===== src/ctd_params.svh =====
// register indices, field positions, reset values and filter counts for the timer block
`ifndef CTD_PARAMS_SVH
`define CTD_PARAMS_SVH

// ---------------------------------------------------------------
// register indices (byte address is four times the index)
// ---------------------------------------------------------------
`define CTD_IDX_NARROW_CTRL   4'h0
`define CTD_IDX_COMMON        4'h1
`define CTD_IDX_WIDE_CTRL     4'h2
`define CTD_IDX_SHARED_THREE  4'h3
`define CTD_IDX_WRELOAD_LOW   4'h4
`define CTD_IDX_WRELOAD_HIGH  4'h5
`define CTD_IDX_WCAP_LOW      4'h6
`define CTD_IDX_WCAP_HIGH     4'h7
`define CTD_IDX_NCAP_LOW      4'h8
`define CTD_IDX_NCAP_HIGH     4'h9
`define CTD_IDX_NRELOAD       4'hA

// ---------------------------------------------------------------
// common control fields
// ---------------------------------------------------------------
`define CTD_CC_MODE           7
`define CTD_CC_PINSEL         6
`define CTD_CC_EDGE_HI        5
`define CTD_CC_EDGE_LO        4
`define CTD_CC_GLITCH_HI      3
`define CTD_CC_GLITCH_LO      2
`define CTD_CC_STAT_RISE      1
`define CTD_CC_STAT_FALL      0

// ---------------------------------------------------------------
// narrow and wide control fields
// ---------------------------------------------------------------
`define CTD_NC_ENABLE         0
`define CTD_NC_CAP_MASK       1
`define CTD_NC_CNT_MASK       2
`define CTD_NC_ROUTE          3
`define CTD_NC_PORT_A         4
`define CTD_NC_PORT_B         5
`define CTD_WC_ENABLE         7
`define CTD_WC_CAPMODE        6
`define CTD_WC_CAP_IE         2

// ---------------------------------------------------------------
// reset values and constants
// ---------------------------------------------------------------
`define CTD_RST_BYTE          8'h00
`define CTD_RST_WORD          16'h0000
`define CTD_WIDE_FULL         16'hFFFF
`define CTD_RESERVED_ONES     5'h1F
`define CTD_EDGE_FALL         2'h0
`define CTD_EDGE_RISE         2'h1
`define CTD_EDGE_BOTH         2'h2

// ---------------------------------------------------------------
// glitch filter widths in clock cycles
// ---------------------------------------------------------------
`define CTD_GLITCH_W0         4'h1
`define CTD_GLITCH_W1         4'h2
`define CTD_GLITCH_W2         4'h4
`define CTD_GLITCH_W3         4'h8

`endif


===== src/ctd_pkg.sv =====
// types shared by the timer block
package ctd_pkg;

    // ---------------------------------------------------------------
    // wide timer demodulation sequence
    // ---------------------------------------------------------------
    typedef enum logic [1:0] {
        CTD_W_IDLE,
        CTD_W_ARMED,
        CTD_W_COUNT
    } ctd_wstate_type;

endpackage : ctd_pkg


===== src/ctd_edge_filter.sv =====
// synchroniser, glitch filter and edge pulse generator for the demodulator input
`timescale 1ns/1ps
`include "ctd_params.svh"

module ctd_edge_filter
    import ctd_pkg::*;
(
    // clock and reset
    input  wire logic       pclk,
    input  wire logic       presetn,
    input  wire logic       ce,
    // raw pin and filter width
    input  wire logic       pin_raw,
    input  wire logic [1:0] width_sel,
    // filtered edge pulses
    output logic            rise_q,
    output logic            fall_q
);

    // ---------------------------------------------------------------
    // storage
    // ---------------------------------------------------------------
    logic       sync1_q;   // first sync stage, read only by sync2_q
    logic       sync2_q;   // second sync stage
    logic       level_q;   // accepted filtered level
    logic [3:0] run_q;     // cycles the new level has been stable
    logic [3:0] limit;     // required stable width

    // width select to cycle count
    always_comb begin
        case (width_sel)
            2'h0:    limit = `CTD_GLITCH_W0;
            2'h1:    limit = `CTD_GLITCH_W1;
            2'h2:    limit = `CTD_GLITCH_W2;
            default: limit = `CTD_GLITCH_W3;
        endcase
    end

    // two-stage synchroniser for the pin
    always_ff @(posedge pclk or negedge presetn) begin
        if (!presetn) begin
            sync1_q <= 1'b1;
            sync2_q <= 1'b1;
        end else if (ce) begin
            sync1_q <= pin_raw;
            sync2_q <= sync1_q;
        end
    end

    // accept a new level only after it is stable for limit cycles
    always_ff @(posedge pclk or negedge presetn) begin
        if (!presetn) begin
            level_q <= 1'b1;
            run_q   <= 4'h0;
            rise_q  <= 1'b0;
            fall_q  <= 1'b0;
        end else if (ce) begin
            rise_q <= 1'b0;
            fall_q <= 1'b0;
            if (sync2_q == level_q) begin
                run_q <= 4'h0;                       // short pulse dropped
            end else if (run_q + 4'h1 >= limit) begin
                level_q <= sync2_q;
                run_q   <= 4'h0;
                rise_q  <= sync2_q;
                fall_q  <= ~sync2_q;
            end else begin
                run_q <= run_q + 4'h1;
            end
        end
    end

endmodule : ctd_edge_filter


===== src/ctd_top.sv =====
// carrier timer and demodulator: two counters, shared control and APB registers
// Function
// - demod input from selected pin, edge detected
// - edge select field bits five, four
// - 00 falling, 01 rising, 10 both
// - glitch filter width from bits three, two
// - idle narrow output is inverse bit one
// - zero count wraps, wrap not timeout
// - first edge captures, reloads, starts counting
// - later edges capture complemented count
// - later wide capture sets matching edge status bit
// - capture interrupt only when enabled
// - reload all ones after each later capture
// - capture mask permits narrow capture interrupt
// - counter mask permits narrow timeout interrupt
// - route select picks port or timer output
// - mode bit seven, change only when disabled
`timescale 1ns/1ps
`include "ctd_params.svh"

module ctd_top
    import ctd_pkg::*;
(
    // clock, reset, enable
    input  wire logic        pclk,
    input  wire logic        presetn,
    input  wire logic        ce,
    // apb slave
    input  wire logic        psel,
    input  wire logic        penable,
    input  wire logic        pwrite,
    input  wire logic [5:0]  paddr,
    input  wire logic [31:0] pwdata,
    output logic [31:0]      prdata_q,
    output logic             pready_q,
    output logic             pslverr_q,
    // pins
    input  wire logic        demod_input_pin_a,
    input  wire logic        demod_input_pin_b,
    output logic             timer_out_pin_q,
    output logic             output_or_input_pin_q,
    // interrupt requests
    output logic             capture_irq_q,
    output logic             counter_irq_q
);

    // ---------------------------------------------------------------
    // registers
    // ---------------------------------------------------------------
    logic [7:0]     narrow_ctrl_q;   // narrow timer control
    logic [7:0]     common_q;        // common control
    logic [7:0]     wide_ctrl_q;     // wide timer control
    logic [2:0]     shared_hi_q;     // writable top of shared register three
    logic [7:0]     wreload_lo_q;    // wide reload low
    logic [7:0]     wreload_hi_q;    // wide reload high
    logic [15:0]    wcap_q;          // wide capture high and low
    logic [7:0]     ncap_lo_q;       // narrow capture low
    logic [7:0]     ncap_hi_q;       // narrow capture high
    logic [7:0]     nreload_q;       // narrow reload
    logic [15:0]    wcnt_q;          // wide counter
    logic [7:0]     ncnt_q;          // narrow counter
    logic           nen_dly_q;       // narrow enable, one cycle late
    logic           narrow_out_q;    // narrow timer output level
    logic           wide_out_q;      // wide timer output level
    ctd_wstate_type wstate_q;        // wide demod sequence

    // ---------------------------------------------------------------
    // decode and shared terms
    // ---------------------------------------------------------------
    logic        wr_go;       // write takes effect this edge
    logic [3:0]  idx;         // register index
    logic        mapped;      // index hits a register
    logic        demod;       // demodulation mode
    logic        nen;         // narrow enabled
    logic        wen;         // wide enabled
    logic        rise_p;      // filtered rising edge
    logic        fall_p;      // filtered falling edge
    logic        edge_hit;    // qualifying edge
    logic        wcap_ev;     // wide capture this cycle
    logic        ncap_ev;     // narrow capture this cycle
    logic        ntimeout;    // narrow timeout this cycle
    logic        wtimeout;    // wide timeout this cycle
    logic [7:0]  rd_byte;     // read mux
    logic [15:0] wreload;     // wide reload word

    assign idx      = paddr[5:2];
    assign wr_go    = psel & penable & pready_q & pwrite;
    assign mapped   = (idx <= `CTD_IDX_NRELOAD);
    assign demod    = common_q[`CTD_CC_MODE];
    assign nen      = narrow_ctrl_q[`CTD_NC_ENABLE];
    assign wen      = wide_ctrl_q[`CTD_WC_ENABLE];
    assign wreload  = {wreload_hi_q, wreload_lo_q};
    assign ntimeout = nen & nen_dly_q & (ncnt_q == 8'h01);
    assign wtimeout = wen & ~demod & (wcnt_q == 16'h0001);

    // ---------------------------------------------------------------
    // pin synchronisers
    // ---------------------------------------------------------------
    logic [1:0]  pin_s1_q;    // first stage, read only by pin_s2_q
    logic [1:0]  pin_s2_q;    // second stage, safe for the select mux

    // both pins settle here before the select mux reads them
    always_ff @(posedge pclk or negedge presetn) begin
        if (!presetn) begin
            pin_s1_q <= 2'h3;
            pin_s2_q <= 2'h3;
        end else if (ce) begin
            pin_s1_q <= {demod_input_pin_b, demod_input_pin_a};
            pin_s2_q <= pin_s1_q;
        end
    end

    // ---------------------------------------------------------------
    // input circuit
    // ---------------------------------------------------------------
    ctd_edge_filter u_filter (
        .pclk      (pclk),
        .presetn   (presetn),
        .ce        (ce),
        .pin_raw   (common_q[`CTD_CC_PINSEL] ? pin_s2_q[1] : pin_s2_q[0]),
        .width_sel (common_q[`CTD_CC_GLITCH_HI:`CTD_CC_GLITCH_LO]),
        .rise_q    (rise_p),
        .fall_q    (fall_p)
    );

    // edge qualification from the edge select field
    always_comb begin
        case (common_q[`CTD_CC_EDGE_HI:`CTD_CC_EDGE_LO])
            `CTD_EDGE_FALL: edge_hit = fall_p;
            `CTD_EDGE_RISE: edge_hit = rise_p;
            `CTD_EDGE_BOTH: edge_hit = rise_p | fall_p;
            default:        edge_hit = 1'b0;
        endcase
    end

    assign wcap_ev = demod & wen & edge_hit & (wstate_q == CTD_W_COUNT)
                     & ~wide_ctrl_q[`CTD_WC_CAPMODE];
    assign ncap_ev = demod & nen & edge_hit;

    // ---------------------------------------------------------------
    // apb handshake and read data
    // ---------------------------------------------------------------
    always_comb begin
        case (idx)
            `CTD_IDX_NARROW_CTRL:  rd_byte = narrow_ctrl_q;
            `CTD_IDX_COMMON:       rd_byte = common_q;
            `CTD_IDX_WIDE_CTRL:    rd_byte = wide_ctrl_q;
            `CTD_IDX_SHARED_THREE: rd_byte = {shared_hi_q, `CTD_RESERVED_ONES};
            `CTD_IDX_WRELOAD_LOW:  rd_byte = wreload_lo_q;
            `CTD_IDX_WRELOAD_HIGH: rd_byte = wreload_hi_q;
            `CTD_IDX_WCAP_LOW:     rd_byte = wcap_q[7:0];
            `CTD_IDX_WCAP_HIGH:    rd_byte = wcap_q[15:8];
            `CTD_IDX_NCAP_LOW:     rd_byte = ncap_lo_q;
            `CTD_IDX_NCAP_HIGH:    rd_byte = ncap_hi_q;
            `CTD_IDX_NRELOAD:      rd_byte = nreload_q;
            default:               rd_byte = 8'h00;
        endcase
    end

    // ready rises one cycle after setup, read data sampled at setup
    always_ff @(posedge pclk or negedge presetn) begin
        if (!presetn) begin
            pready_q  <= 1'b0;
            pslverr_q <= 1'b0;
            prdata_q  <= 32'h0000_0000;
        end else if (ce) begin
            if (psel & ~penable & ~pready_q) begin
                pready_q  <= 1'b1;
                pslverr_q <= ~mapped;
                prdata_q  <= pwrite ? 32'h0000_0000 : {24'h00_0000, rd_byte};
            end else begin
                pready_q  <= 1'b0;
                pslverr_q <= 1'b0;
            end
        end
    end

    // ---------------------------------------------------------------
    // software control registers
    // ---------------------------------------------------------------
    always_ff @(posedge pclk or negedge presetn) begin
        if (!presetn) begin
            narrow_ctrl_q <= `CTD_RST_BYTE;
            wide_ctrl_q   <= `CTD_RST_BYTE;
            shared_hi_q   <= 3'h0;
            wreload_lo_q  <= `CTD_RST_BYTE;
            wreload_hi_q  <= `CTD_RST_BYTE;
            nreload_q     <= `CTD_RST_BYTE;
        end else if (ce && wr_go && mapped) begin
            case (idx)
                `CTD_IDX_NARROW_CTRL:  narrow_ctrl_q <= pwdata[7:0];
                `CTD_IDX_WIDE_CTRL:    wide_ctrl_q   <= pwdata[7:0];
                `CTD_IDX_SHARED_THREE: shared_hi_q   <= pwdata[7:5];
                `CTD_IDX_WRELOAD_LOW:  wreload_lo_q  <= pwdata[7:0];
                `CTD_IDX_WRELOAD_HIGH: wreload_hi_q  <= pwdata[7:0];
                `CTD_IDX_NRELOAD:      nreload_q     <= pwdata[7:0];
                default:               nreload_q     <= nreload_q;
            endcase
        end
    end

    // common control: mode locked while a timer runs, status sticky
    always_ff @(posedge pclk or negedge presetn) begin
        if (!presetn) begin
            common_q <= `CTD_RST_BYTE;
        end else if (ce) begin
            if (wr_go && idx == `CTD_IDX_COMMON) begin
                if (!(nen | wen)) begin
                    common_q[`CTD_CC_MODE] <= pwdata[`CTD_CC_MODE];
                end
                common_q[6:2] <= pwdata[6:2];
                if (!demod) begin
                    common_q[1:0] <= pwdata[1:0];
                end else begin
                    common_q[1:0] <= common_q[1:0] & ~pwdata[1:0];
                end
            end
            if (wcap_ev && rise_p) begin
                common_q[`CTD_CC_STAT_RISE] <= 1'b1;
            end
            if (wcap_ev && fall_p) begin
                common_q[`CTD_CC_STAT_FALL] <= 1'b1;
            end
        end
    end

    // ---------------------------------------------------------------
    // wide timer
    // ---------------------------------------------------------------
    always_ff @(posedge pclk or negedge presetn) begin
        if (!presetn) begin
            wstate_q   <= CTD_W_IDLE;
            wcnt_q     <= `CTD_RST_WORD;
            wcap_q     <= `CTD_RST_WORD;
            wide_out_q <= 1'b0;
        end else if (ce) begin
            case (wstate_q)
                CTD_W_IDLE: begin
                    if (wen) begin
                        wcnt_q   <= wreload;
                        wstate_q <= demod ? CTD_W_ARMED : CTD_W_COUNT;
                    end
                end
                CTD_W_ARMED: begin
                    if (!wen) begin
                        wstate_q <= CTD_W_IDLE;
                    end else if (edge_hit) begin
                        wcap_q   <= ~wcnt_q;
                        wcnt_q   <= wreload;
                        wstate_q <= CTD_W_COUNT;
                    end
                end
                CTD_W_COUNT: begin
                    if (!wen) begin
                        wstate_q <= CTD_W_IDLE;
                    end else if (wcap_ev) begin
                        wcap_q <= ~wcnt_q;
                        wcnt_q <= `CTD_WIDE_FULL;
                    end else if (wtimeout) begin
                        wcnt_q     <= wreload;
                        wide_out_q <= ~wide_out_q;
                    end else begin
                        wcnt_q <= wcnt_q - 16'h0001;
                    end
                end
                default: wstate_q <= CTD_W_IDLE;
            endcase
        end
    end

    // ---------------------------------------------------------------
    // narrow timer
    // ---------------------------------------------------------------
    always_ff @(posedge pclk or negedge presetn) begin
        if (!presetn) begin
            nen_dly_q    <= 1'b0;
            ncnt_q       <= `CTD_RST_BYTE;
            ncap_lo_q    <= `CTD_RST_BYTE;
            ncap_hi_q    <= `CTD_RST_BYTE;
            narrow_out_q <= 1'b1;
        end else if (ce) begin
            nen_dly_q <= nen;
            if (!nen) begin
                narrow_out_q <= ~common_q[`CTD_CC_STAT_RISE];
            end else if (!nen_dly_q || ntimeout) begin
                ncnt_q <= nreload_q;
                if (ntimeout && !demod) begin
                    narrow_out_q <= ~narrow_out_q;
                end
            end else begin
                ncnt_q <= ncnt_q - 8'h01;
            end
            if (ncap_ev && rise_p) begin
                ncap_hi_q <= ncnt_q;
            end
            if (ncap_ev && fall_p) begin
                ncap_lo_q <= ncnt_q;
            end
        end
    end

    // ---------------------------------------------------------------
    // pins and interrupt pulses
    // ---------------------------------------------------------------
    always_ff @(posedge pclk or negedge presetn) begin
        if (!presetn) begin
            timer_out_pin_q       <= 1'b0;
            output_or_input_pin_q <= 1'b0;
            capture_irq_q         <= 1'b0;
            counter_irq_q         <= 1'b0;
        end else if (ce) begin
            timer_out_pin_q <= narrow_ctrl_q[`CTD_NC_ROUTE] ? narrow_out_q
                               : narrow_ctrl_q[`CTD_NC_PORT_A];
            output_or_input_pin_q <= (!demod && common_q[`CTD_CC_PINSEL]) ? wide_out_q
                                     : narrow_ctrl_q[`CTD_NC_PORT_B];
            capture_irq_q <= (wcap_ev & wide_ctrl_q[`CTD_WC_CAP_IE])
                           | (ncap_ev & narrow_ctrl_q[`CTD_NC_CAP_MASK]);
            counter_irq_q <= ntimeout & narrow_ctrl_q[`CTD_NC_CNT_MASK];
        end
    end

endmodule : ctd_top


===== config.mk =====
export PLATFORM = sky130hd
export DESIGN_NAME = ctd_top
export DESIGN_NICKNAME = d
export VERILOG_FILES = /design/src/ctd_pkg.sv /design/src/ctd_edge_filter.sv /design/src/ctd_top.sv
export VERILOG_INCLUDE_DIRS = /design/src
export SDC_FILE = /design/constraint.sdc
export NUM_CORES = 1
export LEC_CHECK = 0
export ABC_AREA = 0
export CAP_MARGIN = 15
export CORE_ASPECT_RATIO = 1.25
export CORE_MARGIN = 3
export CORE_UTILIZATION = 50
export DETAILED_ROUTE_END_ITERATION = 12
export DONT_BUFFER_PORTS = 1
export GPL_ROUTABILITY_DRIVEN = 1
export PLACE_DENSITY = 0.61
export SYNTH_ARGS = -nofsm -noshare
export SYNTH_HDL_FRONTEND = slang
export SYNTH_HIERARCHICAL = 1
export SYNTH_SLANG_ARGS = --single-unit

===== constraint.sdc =====
create_clock -name pclk -period 2.5 [get_ports pclk]
set_input_delay 0.125 -clock pclk [delete_from_list [all_inputs] [get_ports pclk]]
set_output_delay 0.125 -clock pclk [all_outputs]
set_load 0.05 [all_outputs]

==> metrics.md, run 1 <==
| Metric | Value |
|---|---|
| Max_slew headroom | `44.07%` |
| Seq cells post-synth | `139` |
| Critical Path RT | `2780 ps` |
| Worst setup path start | `wcnt_q[13]` |
| Final WS setup | `182.8 ps` |
| Dpl cell area | `7528 µm²` |
| Total grt overflow | `0` |
| Syn Inst Count | `706` |
| Post-route ant nets | `0` |
| Number of hold buffers added after cts | `14` |
| Crit-path leading delay family | `simple AND/OR/NAND/NOR gates` |
| Hold slack final | `-604.2 ps` |
| Critical path capture point type | `register` |
| Vias in the first global route | `5450` |
| Buf+Inv Stages, Crit Path | `1` |
| Setup CP Type | `reg -> reg` |
| GRT Overall Usage | `25.88%` |
| Fill count | `1252` |
| Final antenna diode count | `0` |
| Most frequent cells in the layout | `dfrtp_1, mux2_2, nand2_1` |
| Worst-skew pair later-pin latency | `420 ps` |
| Slowest-stage cell, CP | `or4_1` |
| Rows | `49` |
| Final nets | `774` |
| Synth cell types | `73` |
| Largest net degree at the start of global routing | `140` |
| Post-layout util | `57.49%` |
| Final hold violations | `139` |
| CP max stage delay | `610 ps` |
| Layout cells sized above 1 | `20.49%` |
| PD cells | `736.8 nW/µm²` |
| Initial Util | `51.13%` |
| Clock Skews | `9.260 ps` |
| Most common cell after layout, fill and taps aside | `dfrtp_1` |
| Peak VDD IR | `415.1 µV` |
| Post-route minimum period | `2317 ps` |
| CTS max path bufs | `2` |
| Postcts setup bufs | `0` |
| Worst slew pin tran | `837.1 ps` |
| Routability cong. | `0.8687` |
| Clock transition at path regs | `60 ps` |
| Period Utilization, post-route | `92.69%` |
| Vias per cell | `6.145` |
| Wire per inst | `22.22 µm` |
| CTS tree | `done` |
| First DRT Iteration DRCs | `404` |
| TritonCTS Buffers | `17` |
| Final TNS setup | `0 ps` |
| Num ports | `84` |
| RSZ-0062 raised after global routing | `no` |
| Cells along the critical path | `or4_1 > nor4_4 > a21oi_2 > buf_4 > o22ai_1 > a2bb2oi_1` |
| Final Max Tran Viols | `0` |
| Leak | `3.771 nW` |
| Critical path arrival | `2590 ps` |
| Post-synth ARST share | `100.0%` |
| Max Clock Freq | `431.5 MHz` |
| Vias | `5592` |
| CTS H-tree depth | `4` |
| Worst Hold Class | `in -> async` |
| PortBufs | `0` |
| Max cap viols | `0` |
| Die height | `142 µm` |
| First-pass GRT wire length | `31820 µm` |
| Crit Reg-Reg Startpoint | `wcnt_q[13]` |
| Pre-antenna DRT Iters | `5` |
| Clock sinks | `139` |
| Failing checks | `negative hold slack` |
| Yosys warnings | `6` |
| Routed WL | `20220 µm` |
| # DRC | `0` |
| Final setup fails | `0` |
| Post-synth EDFFs | `0` |
| Post-synthesis sequential area ratio | `47.15%` |
| Dpl hpwl | `14020 µm` |
| Die Area | `16300 µm²` |
| Core area | `14470 µm²` |
| Avg Synthesized Cell Area | `10.48 µm²` |
| CP Max Fanout | `11` |
| Die Wd | `114.8 µm` |
| Initial antenna violation count | `0` |
| Status | `finished with violations` |
| Layout Area Growth over Synthesis | `12.43%` |
| Post-Place Worst Slack | `169.6 ps` |
| Root Buffer | `clkbuf_16` |
| Startpoint Class | `register` |
| Mapped Area | `7398 µm²` |
| Synth Flop Type | `dfrtp_1` |
| Design area | `8318 µm²` |
-- power by group --
group | total (mW) | internal [mW] | switching, mW | leakage [nW]
Combinational | 0.794 | 0.324 | 0.470 | 1.66
Sequential | 2.63 | 2.41 | 0.222 | 1.81
Clock | 2.70 | 1.70 | 1.01 | 0.303
Total | 6.13 | 4.43 | 1.70 | 3.77
-- state kept, by name, summed over array words and instances (netlist names), 4 cells and up --
register	flops
u_filter/run_q	4
ncnt_q	8
wreload_hi_q	8
prdata_q	8
nreload_q	8
ncap_hi_q	8
wcnt_q	16
narrow_ctrl_q	8
wreload_lo_q	8
common_q	8
ncap_lo_q	8
wide_ctrl_q	8
wcap_q	16
-- final cells by class --
| class | instances | area, µm² | area share (%) |
|---|---|---|---|
| clock buffers | 18 | 439.2 | 5.280 |
| clock inverters | 14 | 192.7 | 2.316 |
| inverters | 39 | 146.4 | 1.760 |
| multi-input cells | 489 | 3523 | 42.36 |
| flip-flops and latches | 139 | 3488 | 41.94 |
| well taps | 178 | 222.7 | 2.678 |
| repair buffers | 33 | 305.3 | 3.670 |
-- cells in the mapped netlist, types with 3 or more instances --
cell,n,area [µm²]
dfrtp_1,131,3278
mux2_2,76,855.8
nand2_1,42,157.7
inv_1,39,146.4
nor2_1,38,142.6
a21oi_1,29,145.1
mux2i_1,29,290.3
o21ai_0,29,145.1
clkbuf_1,25,93.84
buf_4,24,180.2
nand3_1,22,110.1
nand2b_1,12,75.07
nor2b_1,12,75.07
a22oi_1,11,82.58
a2bb2oi_1,11,96.34
nor3_1,11,55.05
a31oi_1,10,62.56
a221oi_1,9,78.83
buf_2,9,45.04
ha_1,9,112.6
o22ai_1,9,56.30
dfstp_2,8,210.2
nor4_1,7,43.79
a211oi_1,6,45.04
a32o_1,5,50.05
and2_1,5,31.28
o2bb2ai_1,5,43.79
and3_1,4,25.02
buf_1,4,15.01
nor3b_1,4,30.03
o211ai_1,4,30.03
o21a_1,4,30.03
o32ai_1,4,35.03
or3_1,4,25.02
xnor2_1,4,35.03
o221ai_1,3,26.28
or2_2,3,18.77
-- kinds of logic after synthesis --
group,count (synthesis),synth area share [%]
muxes,106,15.80
buffers and inverters,101,6.494
xor gates and xnor gates,5,0.5919
DFF,139,47.15
and+or+nand+nor,185,13.28
AOI/OAI and AO/OA,160,15.12
adders and majority gates,9,1.522
other,1,0.05069
-- routing by layer --
| metal | routed length [µm] | up-vias | part of all wire [%] | track usage [%] |
|---|---|---|---|---|
| li1 | - | 2567 | - | - |
| met5 | 0 | - | 0 | 0 |
| met2 | 9873 | 173 | 49 | 41.25 |
| met1 | 8592 | 2803 | 42 | 34.33 |
| met4 | 768 | 0 | 3.8 | 11.12 |
| met3 | 988 | 49 | 4.9 | 5.444 |
-- repair_timing --
action,CTS,global route
endpoints found under the setup margin,0,2
hold endpoints to repair,217,139
gates resized for setup,0,1
-- worst paths after layout --
check                      slack, ps                 to  cells after the start
max                              180          wcnt_q[9]                      6
min                             -600  u_filter/run_q[1]                      0
max reg2reg                      180          wcnt_q[9]                      6
min reg2reg                      500         wide_out_q                      1
max in group asynchronous       2890        pin_s1_q[0]                      0
min in group pclk                 10        prdata_q[7]                      3
-- through the flow --
stage | power [mW] | cells
2_1_floorplan | 3.235 | 729
3_3_place_gp | 3.387 | 864
3_5_place_dp | 3.404 | 864
4_1_cts | 6.162 | 910
5_1_grt | 6.373 | 910
6_report | 6.129 | 910
(Power assumes the default switching activity.)
==> run 2, diff against run 1 <==
--- a/config.mk
+++ b/config.mk
@@ -7,14 +7,14 @@
 export NUM_CORES = 1
 export LEC_CHECK = 0
 export ABC_AREA = 0
+export BUFFER_PORTS_ARGS = -buffer_cell sky130_fd_sc_hd__buf_2
 export CAP_MARGIN = 15
 export CORE_ASPECT_RATIO = 1.25
 export CORE_MARGIN = 3
 export CORE_UTILIZATION = 50
 export DETAILED_ROUTE_END_ITERATION = 12
-export DONT_BUFFER_PORTS = 1
 export GPL_ROUTABILITY_DRIVEN = 1
-export PLACE_DENSITY = 0.61
+export PLACE_DENSITY = 0.66
 export SYNTH_ARGS = -nofsm -noshare
 export SYNTH_HDL_FRONTEND = slang
 export SYNTH_HIERARCHICAL = 1
==> metrics.md, run 2 (synthesis gave the netlist of run 1 again) <==
| Metric | Value |
|---|---|
| Top flop regs | `wcap_q: 16 flops, wcnt_q: 16 flops` |
| Critical Path RT | `2810 ps (+30 ps)` |
| Leak | `3.886 nW (+3.0%)` |
| Pre-antenna DRT Iters | `5 (unchanged)` |
| Num ports | `84 (unchanged)` |
| Worst hold start | `ce` |
| Post-route minimum period | `2400 ps (+82.53 ps)` |
| Vias per cell | `6.240 (+1.6%)` |
| CTS max path bufs | `2 (unchanged)` |
| First DRT Iteration DRCs | `586 (+45%)` |
| CTS tree | `done` |
| Initial antenna violation count | `0 (unchanged)` |
| Wire per inst | `21.69 µm (-2.4%)` |
| Clock Skews | `8.614 ps (-0.6464 ps)` |
| Die height | `142 µm (unchanged)` |
| Design area | `8414 µm² (+1.2%)` |
| Critical path capture point type | `register` |
| Most common cell after layout, fill and taps aside | `dfrtp_1` |
| # DRC | `0 (unchanged)` |
| Crit Reg-Reg Startpoint | `wcnt_q[13]` |
| Rows | `49 (unchanged)` |
| Routed WL | `20390 µm (+0.84%)` |
| Routability cong. | `0.8730 (+0.49%)` |
| Max cap viols | `0 (unchanged)` |
| Worst Hold Class | `in -> reg` |
| Largest net degree at the start of global routing | `61 (-56%)` |
| WHS Path Cells | `2` |
| Logic pwr share | `16.0% (+3.0 points)` |
| Final setup fails | `0 (unchanged)` |
| Initial Util | `51.13% (unchanged)` |
| Peak VDD IR | `362.6 µV (-13%)` |
| Dpl hpwl | `14470 µm (+3.2%)` |
| Pint | `4.301 mW (-2.9%)` |
| Final hold violations | `0 (-100%)` |
| Core area | `14470 µm² (unchanged)` |
| Setup CP Type | `reg -> reg` |
| Seq pwr share | `42.5% (-0.4 points)` |
| Die Wd | `114.8 µm (unchanged)` |
| Dpl cell area | `7772 µm² (+3.2%)` |
| Total grt overflow | `0 (unchanged)` |
| Clk pwr share | `41.5% (-2.6 points)` |
| Final antenna diode count | `0 (unchanged)` |
| Worst-skew pair later-pin latency | `420 ps (about the same)` |
| TritonCTS Buffers | `17 (unchanged)` |
| Final nets | `804 (+3.9%)` |
| Hold slack final | `55.85 ps (+660.0 ps)` |
| Post-route ant nets | `0 (unchanged)` |
| PortBufs | `33 (+33)` |
| Root Buffer | `clkbuf_16` |
| GRT Overall Usage | `25.79% (-0.087 points)` |
| Sw Pwr | `1.760 mW (+3.6%)` |
| Worst setup path start | `wcnt_q[13]` |
| Period Utilization, post-route | `95.99% (+3.3 points)` |
| Max Clock Freq | `416.7 MHz (-3.4%)` |
| PD cells | `720.4 nW/µm² (-2.2%)` |
| Critical path arrival | `2710 ps (+120 ps)` |
| Clock sinks | `139 (unchanged)` |
| Fill count | `1237 (-1.2%)` |
| Max_slew headroom | `33.28% (-11 points)` |
| Worst Reg-to-Reg Cells | `5 (-1)` |
| Switching share of power | `29.04% (+1.3 points)` |
| First-pass GRT wire length | `31940 µm (+0.39%)` |
| Die Area | `16300 µm² (unchanged)` |
| Most frequent cells in the layout | `dfrtp_1, mux2_2, nand2_1` |
| Clock transition at path regs | `60 ps (about the same)` |
| Layout Area Growth over Synthesis | `13.73%` |
| Worst slew pin tran | `975.6 ps (+138.5 ps)` |
| Vias in the first global route | `5837 (+7.1%)` |
| Startpoint Class | `register` |
| CTS H-tree depth | `4 (unchanged)` |
| Final Max Tran Viols | `0 (unchanged)` |
| Vias | `5866 (+4.9%)` |
| Postcts setup bufs | `0 (unchanged)` |
| Status | `completed` |
| Layout cells sized above 1 | `24.67% (+4.2 points)` |
| CP Max Fanout | `16 (+5)` |
-- run 2: cell types whose count changed in the layout (fill, tap and decap cells not counted), sizes merged --
| cell | delta |
|---|---|
| buf | +40 |
| bufinv | -2 |
| clkbuf | +5 |
| clkinv | -3 |
| clkinvlp | +1 |
| dlygate4sd3 | -10 |
| inv | -1 |
-- run 2: worst max-delay path, stage by stage, from the launching register on --
cell and delay, ps:
dfrtp_1 420, or4_1 610, nor4_4 500, a21oi_4 240
mux2i_1 170, a221oi_1 340
-- run 2: cell type report --
type	instances	area (µm²)	area share [%]
flip-flops and latches	139	3488	41.46
multi-input cells	489	3537	42.04
clock inverters	9	112.6	1.338
inverters	39	146.4	1.740
repair buffers	63	429.2	5.100
clock buffers	23	478.0	5.680
well taps	178	222.7	2.647
-- run 2: final timing paths --
kind,slack (ps),endpoint
worst min-delay path,60,pready_q
worst max register to register,100,wcnt_q[5]
worst max-delay path,100,wcnt_q[5]
max in group asynchronous,1430,narrow_out_q
min in group asynchronous,260,output_or_input_pin_q
worst min register to register,480,prdata_q[6]
-- run 2: timing repair --
item | 4_1_cts | 5_1_grt
endpoints found under the setup margin | 0 | 2
hold endpoints to repair | 53 | 0
resized for setup | 0 | 3
hold buffers | 3 | 0
-- run 2: per-stage QoR --
stage          setup TNS (ps)  cells  setup WS [ps]  power [mW]  utilization (%)
3_5_place_dp                0    905          82.84       3.547            53.72
6_report                    0    940          100.2       6.062            58.15
3_3_place_gp                0    905          74.69       3.520            53.72
5_1_grt                -1.507    940         -1.507       6.286            58.15
4_1_cts                     0    940          103.9       6.067            58.01
2_1_floorplan               0    729          395.3       3.235                -
-- run 2: routing by layer --
layer / vias up / routed length (µm) / global-route usage (%)
met5: - / 0 / 0
met4: 0 / 714 / 11.87
met3: 44 / 1051 / 5.189
met2: 214 / 10200 / 42.10
met1: 2988 / 8428 / 33.12
li1: 2620 / - / -
-- run 2: power by group through the flow --
stage	clock network, mW	logic, mW	registers [mW]
CTS	2.54	0.954	2.57
global route	2.65	1.05	2.59
global placement	0	0.923	2.60
floorplan	0	0.618	2.62
finish	2.52	0.973	2.57
detailed placement	0	0.942	2.61
